<file path="src/include/ctsb_pkg.sv">
// constants, register map and state codes of the transformer supervision block
// Functional notes
// - Blocking input is sampled each processing cycle before the pick-up result is used.
// - Pick-up without blocking raises start and loads the alarm delay timer.
// - Pick-up with blocking raises blocked instead of start; no timing runs.
// - Blocking during start clears start and releases timing as a pick-up drop.
// - Entering blocked emits a time-stamped event with fault code and process data.
// - With stage forcing enabled, a software switch drives the blocking input.
// - Alarm timing is definite fixed delay only, no inverse curves.
// - All conditions start the delay; alarm only if they persist to expiry.
// - Any phase above the upper limit keeps the block inactive.
// - All phases below the lower limit keep the block inactive.
// - With residual selected, phase-sum and measured residual are compared.
// - With residual selected, activation needs the residual difference at its limit.
// - Without residual comparison, primary and secondary phase loss alarm alike.
// - Alarm/block on/off events; user selects on, off or both for the buffer. The selection gates only the event port; history stores every on event.
// - Each event carries a time stamp and captured process data.
// - Twelve-entry history per instance, oldest record overwritten.
// - History holds time, event, currents, time to alarm, fault code, setting group.
// - Needs min/max phase ratio below setting and neg/pos ratio above setting.
// - Alarm delay is set in 5 ms steps from activation to alarm.
// - Compensation command captures the calculated residual as offset.
package ctsb_pkg;
  localparam logic [7:0] A_CTRL = 8'h00;
  localparam logic [7:0] A_HIGH = 8'h04;
  localparam logic [7:0] A_LOW = 8'h08;
  localparam logic [7:0] A_RATIO = 8'h0c;
  localparam logic [7:0] A_NPRATIO = 8'h10;
  localparam logic [7:0] A_DIFF = 8'h14;
  localparam logic [7:0] A_DELAY = 8'h18;
  localparam logic [7:0] A_STATUS = 8'h1c;
  localparam logic [7:0] A_HSEL = 8'h20;
  localparam logic [7:0] A_HTIME = 8'h24;
  localparam logic [7:0] A_HINFO = 8'h28;
  localparam logic [7:0] A_HPH01 = 8'h2c;
  localparam logic [7:0] A_HPH2R = 8'h30;
  localparam logic [7:0] A_HSEQ = 8'h34;
  localparam int C_RES_EN = 0;
  localparam int C_FORCE_EN = 1;
  localparam int C_FORCE_BLK = 2;
  localparam int C_EV_ON = 3;
  localparam int C_EV_OFF = 4;
  localparam int C_COMP = 5;
  localparam logic [4:0] CTRL_RST = 5'h18;
  localparam logic [15:0] HIGH_RST = 16'h0078;
  localparam logic [15:0] LOW_RST = 16'h000a;
  localparam logic [15:0] RATIO_RST = 16'h03e8;
  localparam logic [15:0] NPRATIO_RST = 16'h1324;
  localparam logic [15:0] DIFF_RST = 16'h000a;
  localparam logic [15:0] DELAY_RST = 16'h0064;
  localparam logic [31:0] RATIO_FULL = 32'h0000_2710;
  localparam int EV_ALM_ON = 0;
  localparam int EV_ALM_OFF = 1;
  localparam int EV_BLK_ON = 2;
  localparam int EV_BLK_OFF = 3;
  localparam int HIST_DEPTH = 12;
  localparam logic [3:0] HIST_LAST = 4'hb;
  localparam int CLK_PERIOD_NS = 10;
  localparam int DELAY_STEP_NS = 5000000;
  localparam int STEP_CYCLES_DEF = DELAY_STEP_NS / CLK_PERIOD_NS;
  localparam logic [1:0] RESP_OKAY = 2'b00;
  localparam logic [1:0] RESP_SLVERR = 2'b10;
  typedef enum logic [3:0] {
    ST_IDLE = 4'b0001,
    ST_START = 4'b0010,
    ST_ALARM = 4'b0100,
    ST_BLOCK = 4'b1000
  } ctsb_state_e;
endpackage

</file>
<file path="src/ctsb_top.sv">
// transformer supervision: pick-up checks, fixed-delay alarm, blocking, events, history
`timescale 1ns/1ps
module ctsb_top import ctsb_pkg::*; #(
  parameter int STEP_CYCLES = STEP_CYCLES_DEF
) (
  input wire logic clk,
  input wire logic rst,
  input wire logic [7:0] s_axi_awaddr,
  input wire logic s_axi_awvalid,
  output logic s_axi_awready,
  input wire logic [31:0] s_axi_wdata,
  input wire logic [3:0] s_axi_wstrb,
  input wire logic s_axi_wvalid,
  output logic s_axi_wready,
  output logic [1:0] s_axi_bresp,
  output logic s_axi_bvalid,
  input wire logic s_axi_bready,
  input wire logic [7:0] s_axi_araddr,
  input wire logic s_axi_arvalid,
  output logic s_axi_arready,
  output logic [31:0] s_axi_rdata,
  output logic [1:0] s_axi_rresp,
  output logic s_axi_rvalid,
  input wire logic s_axi_rready,
  input wire logic cycle_tick,
  input wire logic [15:0] phase_a,
  input wire logic [15:0] phase_b,
  input wire logic [15:0] phase_c,
  input wire logic [15:0] residual_current,
  input wire logic [15:0] phase_sum,
  input wire logic [15:0] pos_seq,
  input wire logic [15:0] neg_seq,
  input wire logic block_in,
  input wire logic [31:0] time_stamp,
  input wire logic [2:0] setting_group,
  output logic start_o,
  output logic blocked_o,
  output logic alarm_o,
  output logic evt_valid,
  output logic [3:0] evt_flags,
  output logic [31:0] evt_time,
  output logic [4:0] evt_fault,
  output logic [15:0] evt_remain
);
  logic [4:0] ctrl_reg, fault;
  logic [15:0] high_reg, low_reg, ratio_reg, npratio_reg, diff_reg, delay_reg;
  logic [15:0] offset_reg, remain_reg, imax, imin;
  logic [17:0] res_diff, res_abs;
  logic [3:0] hsel_reg, wstrb_reg, ev, ev_mask, hptr_reg;
  logic [7:0] awaddr_reg;
  logic [31:0] wdata_reg, rd_mux, step_cnt;
  logic have_aw, have_w, wr_go, rd_hit, step_tick, hist_we;
  ctsb_state_e st_reg, st_next;
  logic blk_now, blk_reg, pickup, load_timer;
  logic f_high, f_low, f_ratio, f_np, f_res;
  logic [31:0] h_time [HIST_DEPTH];
  logic h_code [HIST_DEPTH];
  logic [15:0] h_a [HIST_DEPTH], h_b [HIST_DEPTH], h_c [HIST_DEPTH], h_r [HIST_DEPTH];
  logic [15:0] h_p [HIST_DEPTH], h_n [HIST_DEPTH], h_rem [HIST_DEPTH];
  logic [4:0] h_flt [HIST_DEPTH];
  logic [2:0] h_sg [HIST_DEPTH];

  function automatic logic [15:0] merge16(logic [15:0] old, logic [31:0] d, logic [3:0] s);
    merge16 = {s[1] ? d[15:8] : old[15:8], s[0] ? d[7:0] : old[7:0]};
  endfunction

  // axi4-lite write side: address and data taken in either order
  assign wr_go = have_aw && have_w && !s_axi_bvalid;
  always_ff @(posedge clk) begin
    if (rst) begin
      s_axi_awready <= 1'b1;
      have_aw <= 1'b0;
      awaddr_reg <= 8'h00;
    end else if (s_axi_awvalid && s_axi_awready) begin
      s_axi_awready <= 1'b0;
      have_aw <= 1'b1;
      awaddr_reg <= s_axi_awaddr;
    end else if (wr_go) begin
      have_aw <= 1'b0;
    end else if (s_axi_bvalid && s_axi_bready) begin
      s_axi_awready <= 1'b1;
    end
  end
  always_ff @(posedge clk) begin
    if (rst) begin
      s_axi_wready <= 1'b1;
      have_w <= 1'b0;
      wdata_reg <= 32'h0000_0000;
      wstrb_reg <= 4'h0;
    end else if (s_axi_wvalid && s_axi_wready) begin
      s_axi_wready <= 1'b0;
      have_w <= 1'b1;
      wdata_reg <= s_axi_wdata;
      wstrb_reg <= s_axi_wstrb;
    end else if (wr_go) begin
      have_w <= 1'b0;
    end else if (s_axi_bvalid && s_axi_bready) begin
      s_axi_wready <= 1'b1;
    end
  end
  always_ff @(posedge clk) begin
    if (rst) begin
      s_axi_bvalid <= 1'b0;
      s_axi_bresp <= RESP_OKAY;
    end else if (wr_go) begin
      s_axi_bvalid <= 1'b1;
      s_axi_bresp <= (awaddr_reg <= A_HSEL && awaddr_reg != A_STATUS) ? RESP_OKAY : RESP_SLVERR;
    end else if (s_axi_bready) begin
      s_axi_bvalid <= 1'b0;
    end
  end

  // settings; compensation bit is a command, never stored
  always_ff @(posedge clk) begin
    if (rst) begin
      ctrl_reg <= CTRL_RST;
      high_reg <= HIGH_RST;
      low_reg <= LOW_RST;
      ratio_reg <= RATIO_RST;
      npratio_reg <= NPRATIO_RST;
      diff_reg <= DIFF_RST;
      delay_reg <= DELAY_RST;
      hsel_reg <= 4'h0;
    end else if (wr_go) begin
      unique case (awaddr_reg)
        A_CTRL: if (wstrb_reg[0]) ctrl_reg <= wdata_reg[4:0];
        A_HIGH: high_reg <= merge16(high_reg, wdata_reg, wstrb_reg);
        A_LOW: low_reg <= merge16(low_reg, wdata_reg, wstrb_reg);
        A_RATIO: ratio_reg <= merge16(ratio_reg, wdata_reg, wstrb_reg);
        A_NPRATIO: npratio_reg <= merge16(npratio_reg, wdata_reg, wstrb_reg);
        A_DIFF: diff_reg <= merge16(diff_reg, wdata_reg, wstrb_reg);
        A_DELAY: delay_reg <= merge16(delay_reg, wdata_reg, wstrb_reg);
        A_HSEL: if (wstrb_reg[0])
          hsel_reg <= (wdata_reg[3:0] > HIST_LAST) ? HIST_LAST : wdata_reg[3:0];
        default: ;
      endcase
    end
  end
  always_ff @(posedge clk) begin
    if (rst) begin
      offset_reg <= 16'h0000;
    end else if (wr_go && awaddr_reg == A_CTRL && wstrb_reg[0] && wdata_reg[C_COMP]) begin
      offset_reg <= phase_sum;
    end
  end

  // read side, one cycle after the address is taken
  always_comb begin
    rd_hit = 1'b1;
    rd_mux = 32'h0000_0000;
    unique case (s_axi_araddr)
      A_CTRL: rd_mux = {27'h0, ctrl_reg};
      A_HIGH: rd_mux = {16'h0, high_reg};
      A_LOW: rd_mux = {16'h0, low_reg};
      A_RATIO: rd_mux = {16'h0, ratio_reg};
      A_NPRATIO: rd_mux = {16'h0, npratio_reg};
      A_DIFF: rd_mux = {16'h0, diff_reg};
      A_DELAY: rd_mux = {16'h0, delay_reg};
      A_STATUS: rd_mux = {remain_reg, hptr_reg, blk_reg, st_reg, 2'h0, fault};
      A_HSEL: rd_mux = {28'h0, hsel_reg};
      A_HTIME: rd_mux = h_time[hsel_reg];
      A_HINFO: rd_mux = {h_rem[hsel_reg], 5'h00, h_sg[hsel_reg], h_flt[hsel_reg],
                         2'h0, h_code[hsel_reg]};
      A_HPH01: rd_mux = {h_b[hsel_reg], h_a[hsel_reg]};
      A_HPH2R: rd_mux = {h_r[hsel_reg], h_c[hsel_reg]};
      A_HSEQ: rd_mux = {h_n[hsel_reg], h_p[hsel_reg]};
      default: rd_hit = 1'b0;
    endcase
  end
  always_ff @(posedge clk) begin
    if (rst) begin
      s_axi_arready <= 1'b1;
      s_axi_rvalid <= 1'b0;
      s_axi_rdata <= 32'h0000_0000;
      s_axi_rresp <= RESP_OKAY;
    end else if (s_axi_arvalid && s_axi_arready) begin
      s_axi_arready <= 1'b0;
      s_axi_rvalid <= 1'b1;
      s_axi_rdata <= rd_mux;
      s_axi_rresp <= rd_hit ? RESP_OKAY : RESP_SLVERR;
    end else if (s_axi_rvalid && s_axi_rready) begin
      s_axi_rvalid <= 1'b0;
      s_axi_arready <= 1'b1;
    end
  end

  // pick-up conditions, evaluated combinationally from the present measurements
  always_comb begin
    imax = (phase_a > phase_b) ? phase_a : phase_b;
    imax = (phase_c > imax) ? phase_c : imax;
    imin = (phase_a < phase_b) ? phase_a : phase_b;
    imin = (phase_c < imin) ? phase_c : imin;
    f_high = (phase_a > high_reg) || (phase_b > high_reg) || (phase_c > high_reg);
    f_low = (phase_a < low_reg) && (phase_b < low_reg) && (phase_c < low_reg);
    f_ratio = ({16'h0, imin} * RATIO_FULL) < ({16'h0, ratio_reg} * {16'h0, imax});
    f_np = ({16'h0, neg_seq} * RATIO_FULL) > ({16'h0, npratio_reg} * {16'h0, pos_seq});
    res_diff = {2'b00, phase_sum} - {2'b00, offset_reg} - {2'b00, residual_current};
    res_abs = res_diff[17] ? (18'h0 - res_diff) : res_diff;
    // a zero difference means a primary-side event, so it must not alarm
    f_res = !ctrl_reg[C_RES_EN] || (res_abs >= {2'b00, diff_reg});
    pickup = !f_high && !f_low && f_ratio && f_np && f_res;
    fault = {f_res, f_np, f_ratio, f_low, f_high};
    blk_now = ctrl_reg[C_FORCE_EN] ? ctrl_reg[C_FORCE_BLK] : block_in;
  end

  // 5 ms step enable for the definite delay
  always_ff @(posedge clk) begin
    if (rst || step_cnt == 32'(STEP_CYCLES - 1)) begin
      step_cnt <= 32'h0000_0000;
    end else begin
      step_cnt <= step_cnt + 32'h0000_0001;
    end
  end
  always_ff @(posedge clk) begin
    if (rst) begin
      step_tick <= 1'b0;
    end else begin
      step_tick <= (step_cnt == 32'(STEP_CYCLES - 1));
    end
  end

  // supervision state machine; a processing cycle outranks a timer expiry
  always_comb begin
    st_next = st_reg;
    ev = 4'h0;
    load_timer = 1'b0;
    if (cycle_tick) begin
      unique case (st_reg)
        ST_IDLE: begin
          if (pickup && blk_now) begin
            st_next = ST_BLOCK;
            ev[EV_BLK_ON] = 1'b1;
          end else if (pickup) begin
            st_next = ST_START;
            load_timer = 1'b1;
          end
        end
        ST_START: begin
          if (pickup && blk_now) begin
            st_next = ST_BLOCK;
            ev[EV_BLK_ON] = 1'b1;
          end else if (!pickup) begin
            st_next = ST_IDLE;
          end
        end
        ST_ALARM: begin
          if (!pickup) begin
            st_next = ST_IDLE;
            ev[EV_ALM_OFF] = 1'b1;
          end else if (blk_now) begin
            st_next = ST_BLOCK;
            ev[EV_ALM_OFF] = 1'b1;
            ev[EV_BLK_ON] = 1'b1;
          end
        end
        ST_BLOCK: begin
          if (!pickup || !blk_now) begin
            st_next = pickup ? ST_START : ST_IDLE;
            load_timer = pickup;
            ev[EV_BLK_OFF] = 1'b1;
          end
        end
      endcase
    end else if (st_reg == ST_START && step_tick && remain_reg == 16'h0000) begin
      st_next = ST_ALARM;
      ev[EV_ALM_ON] = 1'b1;
    end
  end
  always_ff @(posedge clk) begin
    if (rst) begin
      st_reg <= ST_IDLE;
      blk_reg <= 1'b0;
      start_o <= 1'b0;
      blocked_o <= 1'b0;
      alarm_o <= 1'b0;
    end else begin
      st_reg <= st_next;
      if (cycle_tick) blk_reg <= blk_now;
      start_o <= (st_next == ST_START) || (st_next == ST_ALARM);
      blocked_o <= (st_next == ST_BLOCK);
      alarm_o <= (st_next == ST_ALARM);
    end
  end
  always_ff @(posedge clk) begin
    if (rst || load_timer) begin
      remain_reg <= rst ? 16'h0000 : delay_reg;
    end else if (st_reg != ST_START) begin
      remain_reg <= 16'h0000;
    end else if (step_tick && remain_reg != 16'h0000) begin
      remain_reg <= remain_reg - 16'h0001;
    end
  end

  // event port: filtered by on/off selection, history records every on event
  assign ev_mask = {2{ctrl_reg[C_EV_OFF], ctrl_reg[C_EV_ON]}};
  always_ff @(posedge clk) begin
    if (rst) begin
      evt_valid <= 1'b0;
      evt_flags <= 4'h0;
      evt_time <= 32'h0000_0000;
      evt_fault <= 5'h00;
      evt_remain <= 16'h0000;
    end else begin
      evt_flags <= ev & ev_mask;
      evt_valid <= |(ev & ev_mask);
      if (|ev) begin
        evt_time <= time_stamp;
        evt_fault <= fault;
        evt_remain <= remain_reg;
      end
    end
  end
  assign hist_we = ev[EV_ALM_ON] || ev[EV_BLK_ON];
  always_ff @(posedge clk) begin
    if (rst) begin
      hptr_reg <= 4'h0;
    end else if (hist_we) begin
      hptr_reg <= (hptr_reg == HIST_LAST) ? 4'h0 : hptr_reg + 4'h1;
    end
  end
  // plain flops with no reset keep the history area small
  for (genvar i = 0; i < HIST_DEPTH; i++) begin : g_hist
    always_ff @(posedge clk) begin
      if (hist_we && hptr_reg == 4'(i)) begin
        h_time[i] <= time_stamp;
        h_code[i] <= ev[EV_BLK_ON];
        h_a[i] <= phase_a;
        h_b[i] <= phase_b;
        h_c[i] <= phase_c;
        h_r[i] <= residual_current;
        h_p[i] <= pos_seq;
        h_n[i] <= neg_seq;
        h_rem[i] <= remain_reg;
        h_flt[i] <= fault;
        h_sg[i] <= setting_group;
      end
    end
  end
endmodule // ctsb_top

</file>
<file path="config.mk">
export PLATFORM = sky130hd
export DESIGN_NAME = ctsb_top
export DESIGN_NICKNAME = d
export VERILOG_FILES = /design/src/include/ctsb_pkg.sv /design/src/ctsb_top.sv
export SDC_FILE = /design/constraint.sdc
export NUM_CORES = 2
export LEC_CHECK = 0
export ABC_AREA = 0
export BUFFER_PORTS_ARGS = -buffer_cell sky130_fd_sc_hd__buf_2
export CAP_MARGIN = 20
export CORE_AREA = 2 2 474 476
export CTS_CLUSTER_DIAMETER = 60
export DETAILED_ROUTE_END_ITERATION = 12
export DIE_AREA = 0 0 476 478
export HOLD_SLACK_MARGIN = 0.06
export PLACE_DENSITY = 0.74
export SLEW_MARGIN = 10
export SYNTH_ARGS = -nofsm -noshare
export SYNTH_HDL_FRONTEND = slang
export SYNTH_SLANG_ARGS = --single-unit
</file>
<file path="constraint.sdc">
create_clock -name clk -period 41 [get_ports clk]
set_clock_uncertainty 0.05 [all_clocks]
set_input_delay 8.2 -clock clk [delete_from_list [all_inputs] [get_ports clk]]
set_output_delay 8.2 -clock clk [all_outputs]
set_load 0.01 [all_outputs]
</file>
==> run_summary.xml <==
<?xml version="1.0" encoding="UTF-8"?>
<metrics>
  <group name="status">
    <metric name="status" unit="">finished, final reports clean</metric>
  </group>
  <group name="critical_path">
    <metric name="crit_type" unit="">primary input to register</metric>
    <metric name="worst-path-max-fanout" unit="">69</metric>
    <metric name="timing.critical_path.from_type" unit="">primary input</metric>
    <metric name="family_with_the_most_delay_on_the_worst_path" unit="">buffers and inverters</metric>
    <metric name="worst-endpoint-arrival" unit="ns">25.28</metric>
    <metric name="crit_path_end_kind" unit="">register</metric>
    <metric name="worstPathBufferInverterCount" unit="">13</metric>
    <metric name="cp.required" unit="ns">41.46</metric>
    <metric name="critical_path.max_stage_delay" unit="ns">0.89</metric>
    <metric name="slowest_stage" unit="">sky130_fd_sc_hd__buf_4</metric>
  </group>
  <group name="power_and_ir_drop">
    <metric name="power_report.internal_total" unit="W">0.00503</metric>
    <metric name="power_leakage" unit="nW">44.7</metric>
    <metric name="switching_power" unit="W">0.00293</metric>
    <metric name="totalPowerFinal" unit="W">0.00797</metric>
    <metric name="power.share.switching" unit="">0.368</metric>
    <metric name="power_frac_comb" unit="">0.450</metric>
    <metric name="clock_power_share" unit="">0.249</metric>
    <metric name="seq_power_share" unit="">0.301</metric>
    <metric name="power.ir.vdd_worst" unit="V">0.000255</metric>
    <metric name="pwr_density_cell" unit="mW/mm²">64.6</metric>
  </group>
  <group name="drt">
    <metric name="drc_errors" unit="">0</metric>
    <metric name="dr_total_vias" unit="">69100</metric>
    <metric name="drt-initial-drc-count" unit="">8152</metric>
    <metric name="postRouteAntennaNets" unit="">0</metric>
    <metric name="detail_route.first_pass.iterations" unit="">7</metric>
    <metric name="drt-vias-per-instance" unit="">6.14</metric>
    <metric name="drt-total-wl" unit="µm">311000</metric>
    <metric name="post_drt_wl_per_cell" unit="µm">27.6</metric>
  </group>
  <group name="logic_synthesis">
    <metric name="synth_enable_flop_cells" unit="">1852</metric>
    <metric name="syn_inst" unit="">7791</metric>
    <metric name="synth.ff_latch_count" unit="">2147</metric>
    <metric name="synth_sequential_area_ratio" unit="">0.555</metric>
    <metric name="synth.cell_area" unit="mm²">0.111</metric>
    <metric name="synth_cell_type_count" unit="">88</metric>
    <metric name="ys_warns" unit="">0</metric>
    <metric name="asyncSetResetFlopFracSynth" unit="">0</metric>
    <metric name="synth_ff_type" unit="">sky130_fd_sc_hd__edfxtp_1</metric>
    <metric name="syn_area_per_cell" unit="µm²">14.2</metric>
  </group>
  <group name="floorplanning">
    <metric name="dieArea" unit="mm²">0.228</metric>
    <metric name="die_h" unit="µm">478</metric>
    <metric name="initial_cell_density_of_the_core" unit="">0.497</metric>
    <metric name="number_of_ports_placed_on_the_die_boundary" unit="">310</metric>
    <metric name="num_rows" unit="">174</metric>
    <metric name="fp.dieW" unit="µm">476</metric>
    <metric name="floorplan.core_area" unit="mm²">0.223</metric>
  </group>
  <group name="sta">
    <metric name="worst_slew_margin_rel" unit="">0.146</metric>
    <metric name="worst_pin_slew" unit="ns">1.27</metric>
    <metric name="report.final.slew_viol_count" unit="">0</metric>
    <metric name="final_setup_fails" unit="">0</metric>
    <metric name="grt_setup_unrepaired" unit="">false</metric>
    <metric name="max_freq" unit="MHz">40.3</metric>
    <metric name="finalHoldViolCount" unit="">0</metric>
    <metric name="setup_tns" unit="ns">0</metric>
    <metric name="period_minus_slack" unit="ns">24.82</metric>
    <metric name="hold_ws" unit="ns">0.396</metric>
    <metric name="min_period_over_period" unit="">0.605</metric>
  </group>
  <group name="finish">
    <metric name="flow.area_growth_from_synthesis" unit="%">11.3</metric>
    <metric name="mostFrequentLayoutCell" unit="">sky130_fd_sc_hd__edfxtp_1</metric>
    <metric name="multi_input_comb_area" unit="mm²">0.0454</metric>
    <metric name="fillCellCount" unit="">17300</metric>
    <metric name="seqCellArea" unit="mm²">0.0615</metric>
    <metric name="layout_common_cells" unit="">sky130_fd_sc_hd__edfxtp_1, sky130_fd_sc_hd__inv_1, sky130_fd_sc_hd__ha_1</metric>
    <metric name="final_net_count" unit="">9342</metric>
    <metric name="finish.instance_area" unit="mm²">0.123</metric>
    <metric name="largest_reg_flops" unit="">384</metric>
    <metric name="registers.top_by_ff_count" unit="">h_time</metric>
    <metric name="filler_free_cell_count_of_the_finished_design" unit="">11300</metric>
    <metric name="layout_cell_share_with_drive_strength_beyond_1" unit="">0.156</metric>
  </group>
  <group name="global_routing">
    <metric name="grt_pass1_wl" unit="µm">457000</metric>
    <metric name="grt_antenna_before_repair" unit="">33</metric>
    <metric name="grtUsageTotal" unit="">0.273</metric>
    <metric name="largest_net_degree_at_the_start_of_global_routing" unit="">154</metric>
    <metric name="grt_overflow" unit="">0</metric>
    <metric name="first_global_vias" unit="">71000</metric>
  </group>
  <group name="placed_design">
    <metric name="dp_cells" unit="">10900</metric>
    <metric name="detailedPlacementHpwl" unit="µm">201000</metric>
    <metric name="place.port_buffers" unit="">289</metric>
    <metric name="gpl.final_weighted_congestion" unit="">0.922</metric>
    <metric name="dpl_cell_area" unit="mm²">0.116</metric>
  </group>
  <group name="clocking">
    <metric name="postCtsSetupRepairBufs" unit="">0</metric>
    <metric name="root_buffer" unit="">sky130_fd_sc_hd__clkbuf_16</metric>
    <metric name="cts.sink_count" unit="">2147</metric>
    <metric name="cts-hold-fix-buffers" unit="">0</metric>
    <metric name="cts_buffers" unit="">211</metric>
    <metric name="cts.path.max_buffers" unit="">3</metric>
    <metric name="cts_tree" unit="">yes</metric>
    <metric name="post_cts.resized_instances" unit="">0</metric>
    <metric name="clk-insertion-delay-late" unit="ns">0.88</metric>
    <metric name="clock_pin_slew_on_the_worst_setup_and_hold_paths" unit="ns">0.06</metric>
    <metric name="htreeDepth" unit="">4</metric>
  </group>
  <group name="min_path">
    <metric name="worstHoldPathType" unit="">register to register</metric>
  </group>
  <group name="run">
    <metric name="max_cap_viol_count" unit="">0</metric>
  </group>
</metrics>
## cell families after synthesis
group           synth area share
compound gates            0.0605
flops                      0.555
simple gates              0.0653
fa+ha+maj                  0.150
buf+inv                   0.0378
other cells            0.0000338
xor+xnor                  0.0126
mux                        0.118
## power by group through the flow
stage | registers [W] | clock network (W) | logic [W]
after global routing | 0.00240 | 0.00208 | 0.00408
after detailed placement | 0.00244 | 0 | 0.00352
final | 0.00240 | 0.00199 | 0.00358
after global placement | 0.00244 | 0 | 0.00340
after floorplan | 0.00244 | 0 | 0.00264
after CTS | 0.00240 | 0.00200 | 0.00357
## synth_stat cells, drive strengths merged, types with 11 or more instances
cell type	count	area, µm²
inv	755	2830
a22oi	107	808
and3	26	163
or2	11	68.8
buf	98	402
a31oi	40	250
nor4	20	131
mux2i	266	2660
ha	595	7440
nand2b	28	175
and2	214	1340
nand4	54	338
a211oi	29	223
o22ai	61	382
nand3b	12	90.1
o31ai	14	110
a22o	15	131
or4	11	86.3
edfxtp	1852	55600
xor2	64	561
nand2	573	2150
or3	28	175
nor2b	25	156
a21oi	319	1600
nand3	118	591
mux4	459	10300
o21bai	15	124
fa	460	9210
o21ai	199	996
o21a	27	203
dfxtp	295	5910
o211ai	14	105
clkbuf	255	957
a21o	79	593
xnor2	95	832
nor3	69	350
o2bb2ai	16	140
a221oi	19	166
nor2	327	1230
## cell type report
cell class / instances / area share
inverter: 755 / 0.0230
tap: 2992 / 0.0304
timing repair buffer: 427 / 0.0210
antenna: 11 / 0.000223
clock buffer: 263 / 0.0454
clock inverter: 132 / 0.0131
multi-input combinational: 4537 / 0.368
sequential: 2147 / 0.499
## worst paths after layout
check                           slack, ns  cells after the start      startpoint             end
worst max-delay path                16.18                     61     phase_b[11]       h_n[3][4]
worst min-delay path                 0.40                      2  s_axi_rdata[8]  s_axi_rdata[8]
worst max register to register      27.39                     37  npratio_reg[3]       h_n[3][4]
worst min register to register       0.40                      2  s_axi_rdata[8]  s_axi_rdata[8]
## worst register-to-register path, delay by kind of cell, from the launching register on
| family | cells | cell delay, ns |
|---|---|---|
| buffers and inverters | 9 | 3.38 |
| adders and majority gates | 8 | 3.22 |
| xor gates and xnor gates | 1 | 0.13 |
| and+or+nand+nor | 8 | 2.18 |
| DFF | 1 | 1.11 |
| AOI/OAI and AO/OA | 11 | 3.10 |
## routing by layer
layer | vias to the layer above | wire (µm) | track usage | share of wire
met5 | - | 184 | 0 | 0.00059
met4 | 26 | 18300 | 0.142 | 0.059
met3 | 781 | 33600 | 0.0647 | 0.11
met2 | 3897 | 147000 | 0.437 | 0.47
met1 | 35100 | 112000 | 0.346 | 0.36
li1 | 29300 | - | - | -
## through the flow
step,setup slack [ns],util
2_1_floorplan,10.02,-
3_3_place_gp,15.70,0.520
3_5_place_dp,15.47,0.520
4_1_cts,16.35,0.552
5_1_grt,15.15,0.553
6_report,16.18,0.553
Power figures use the tool's default switching activity.
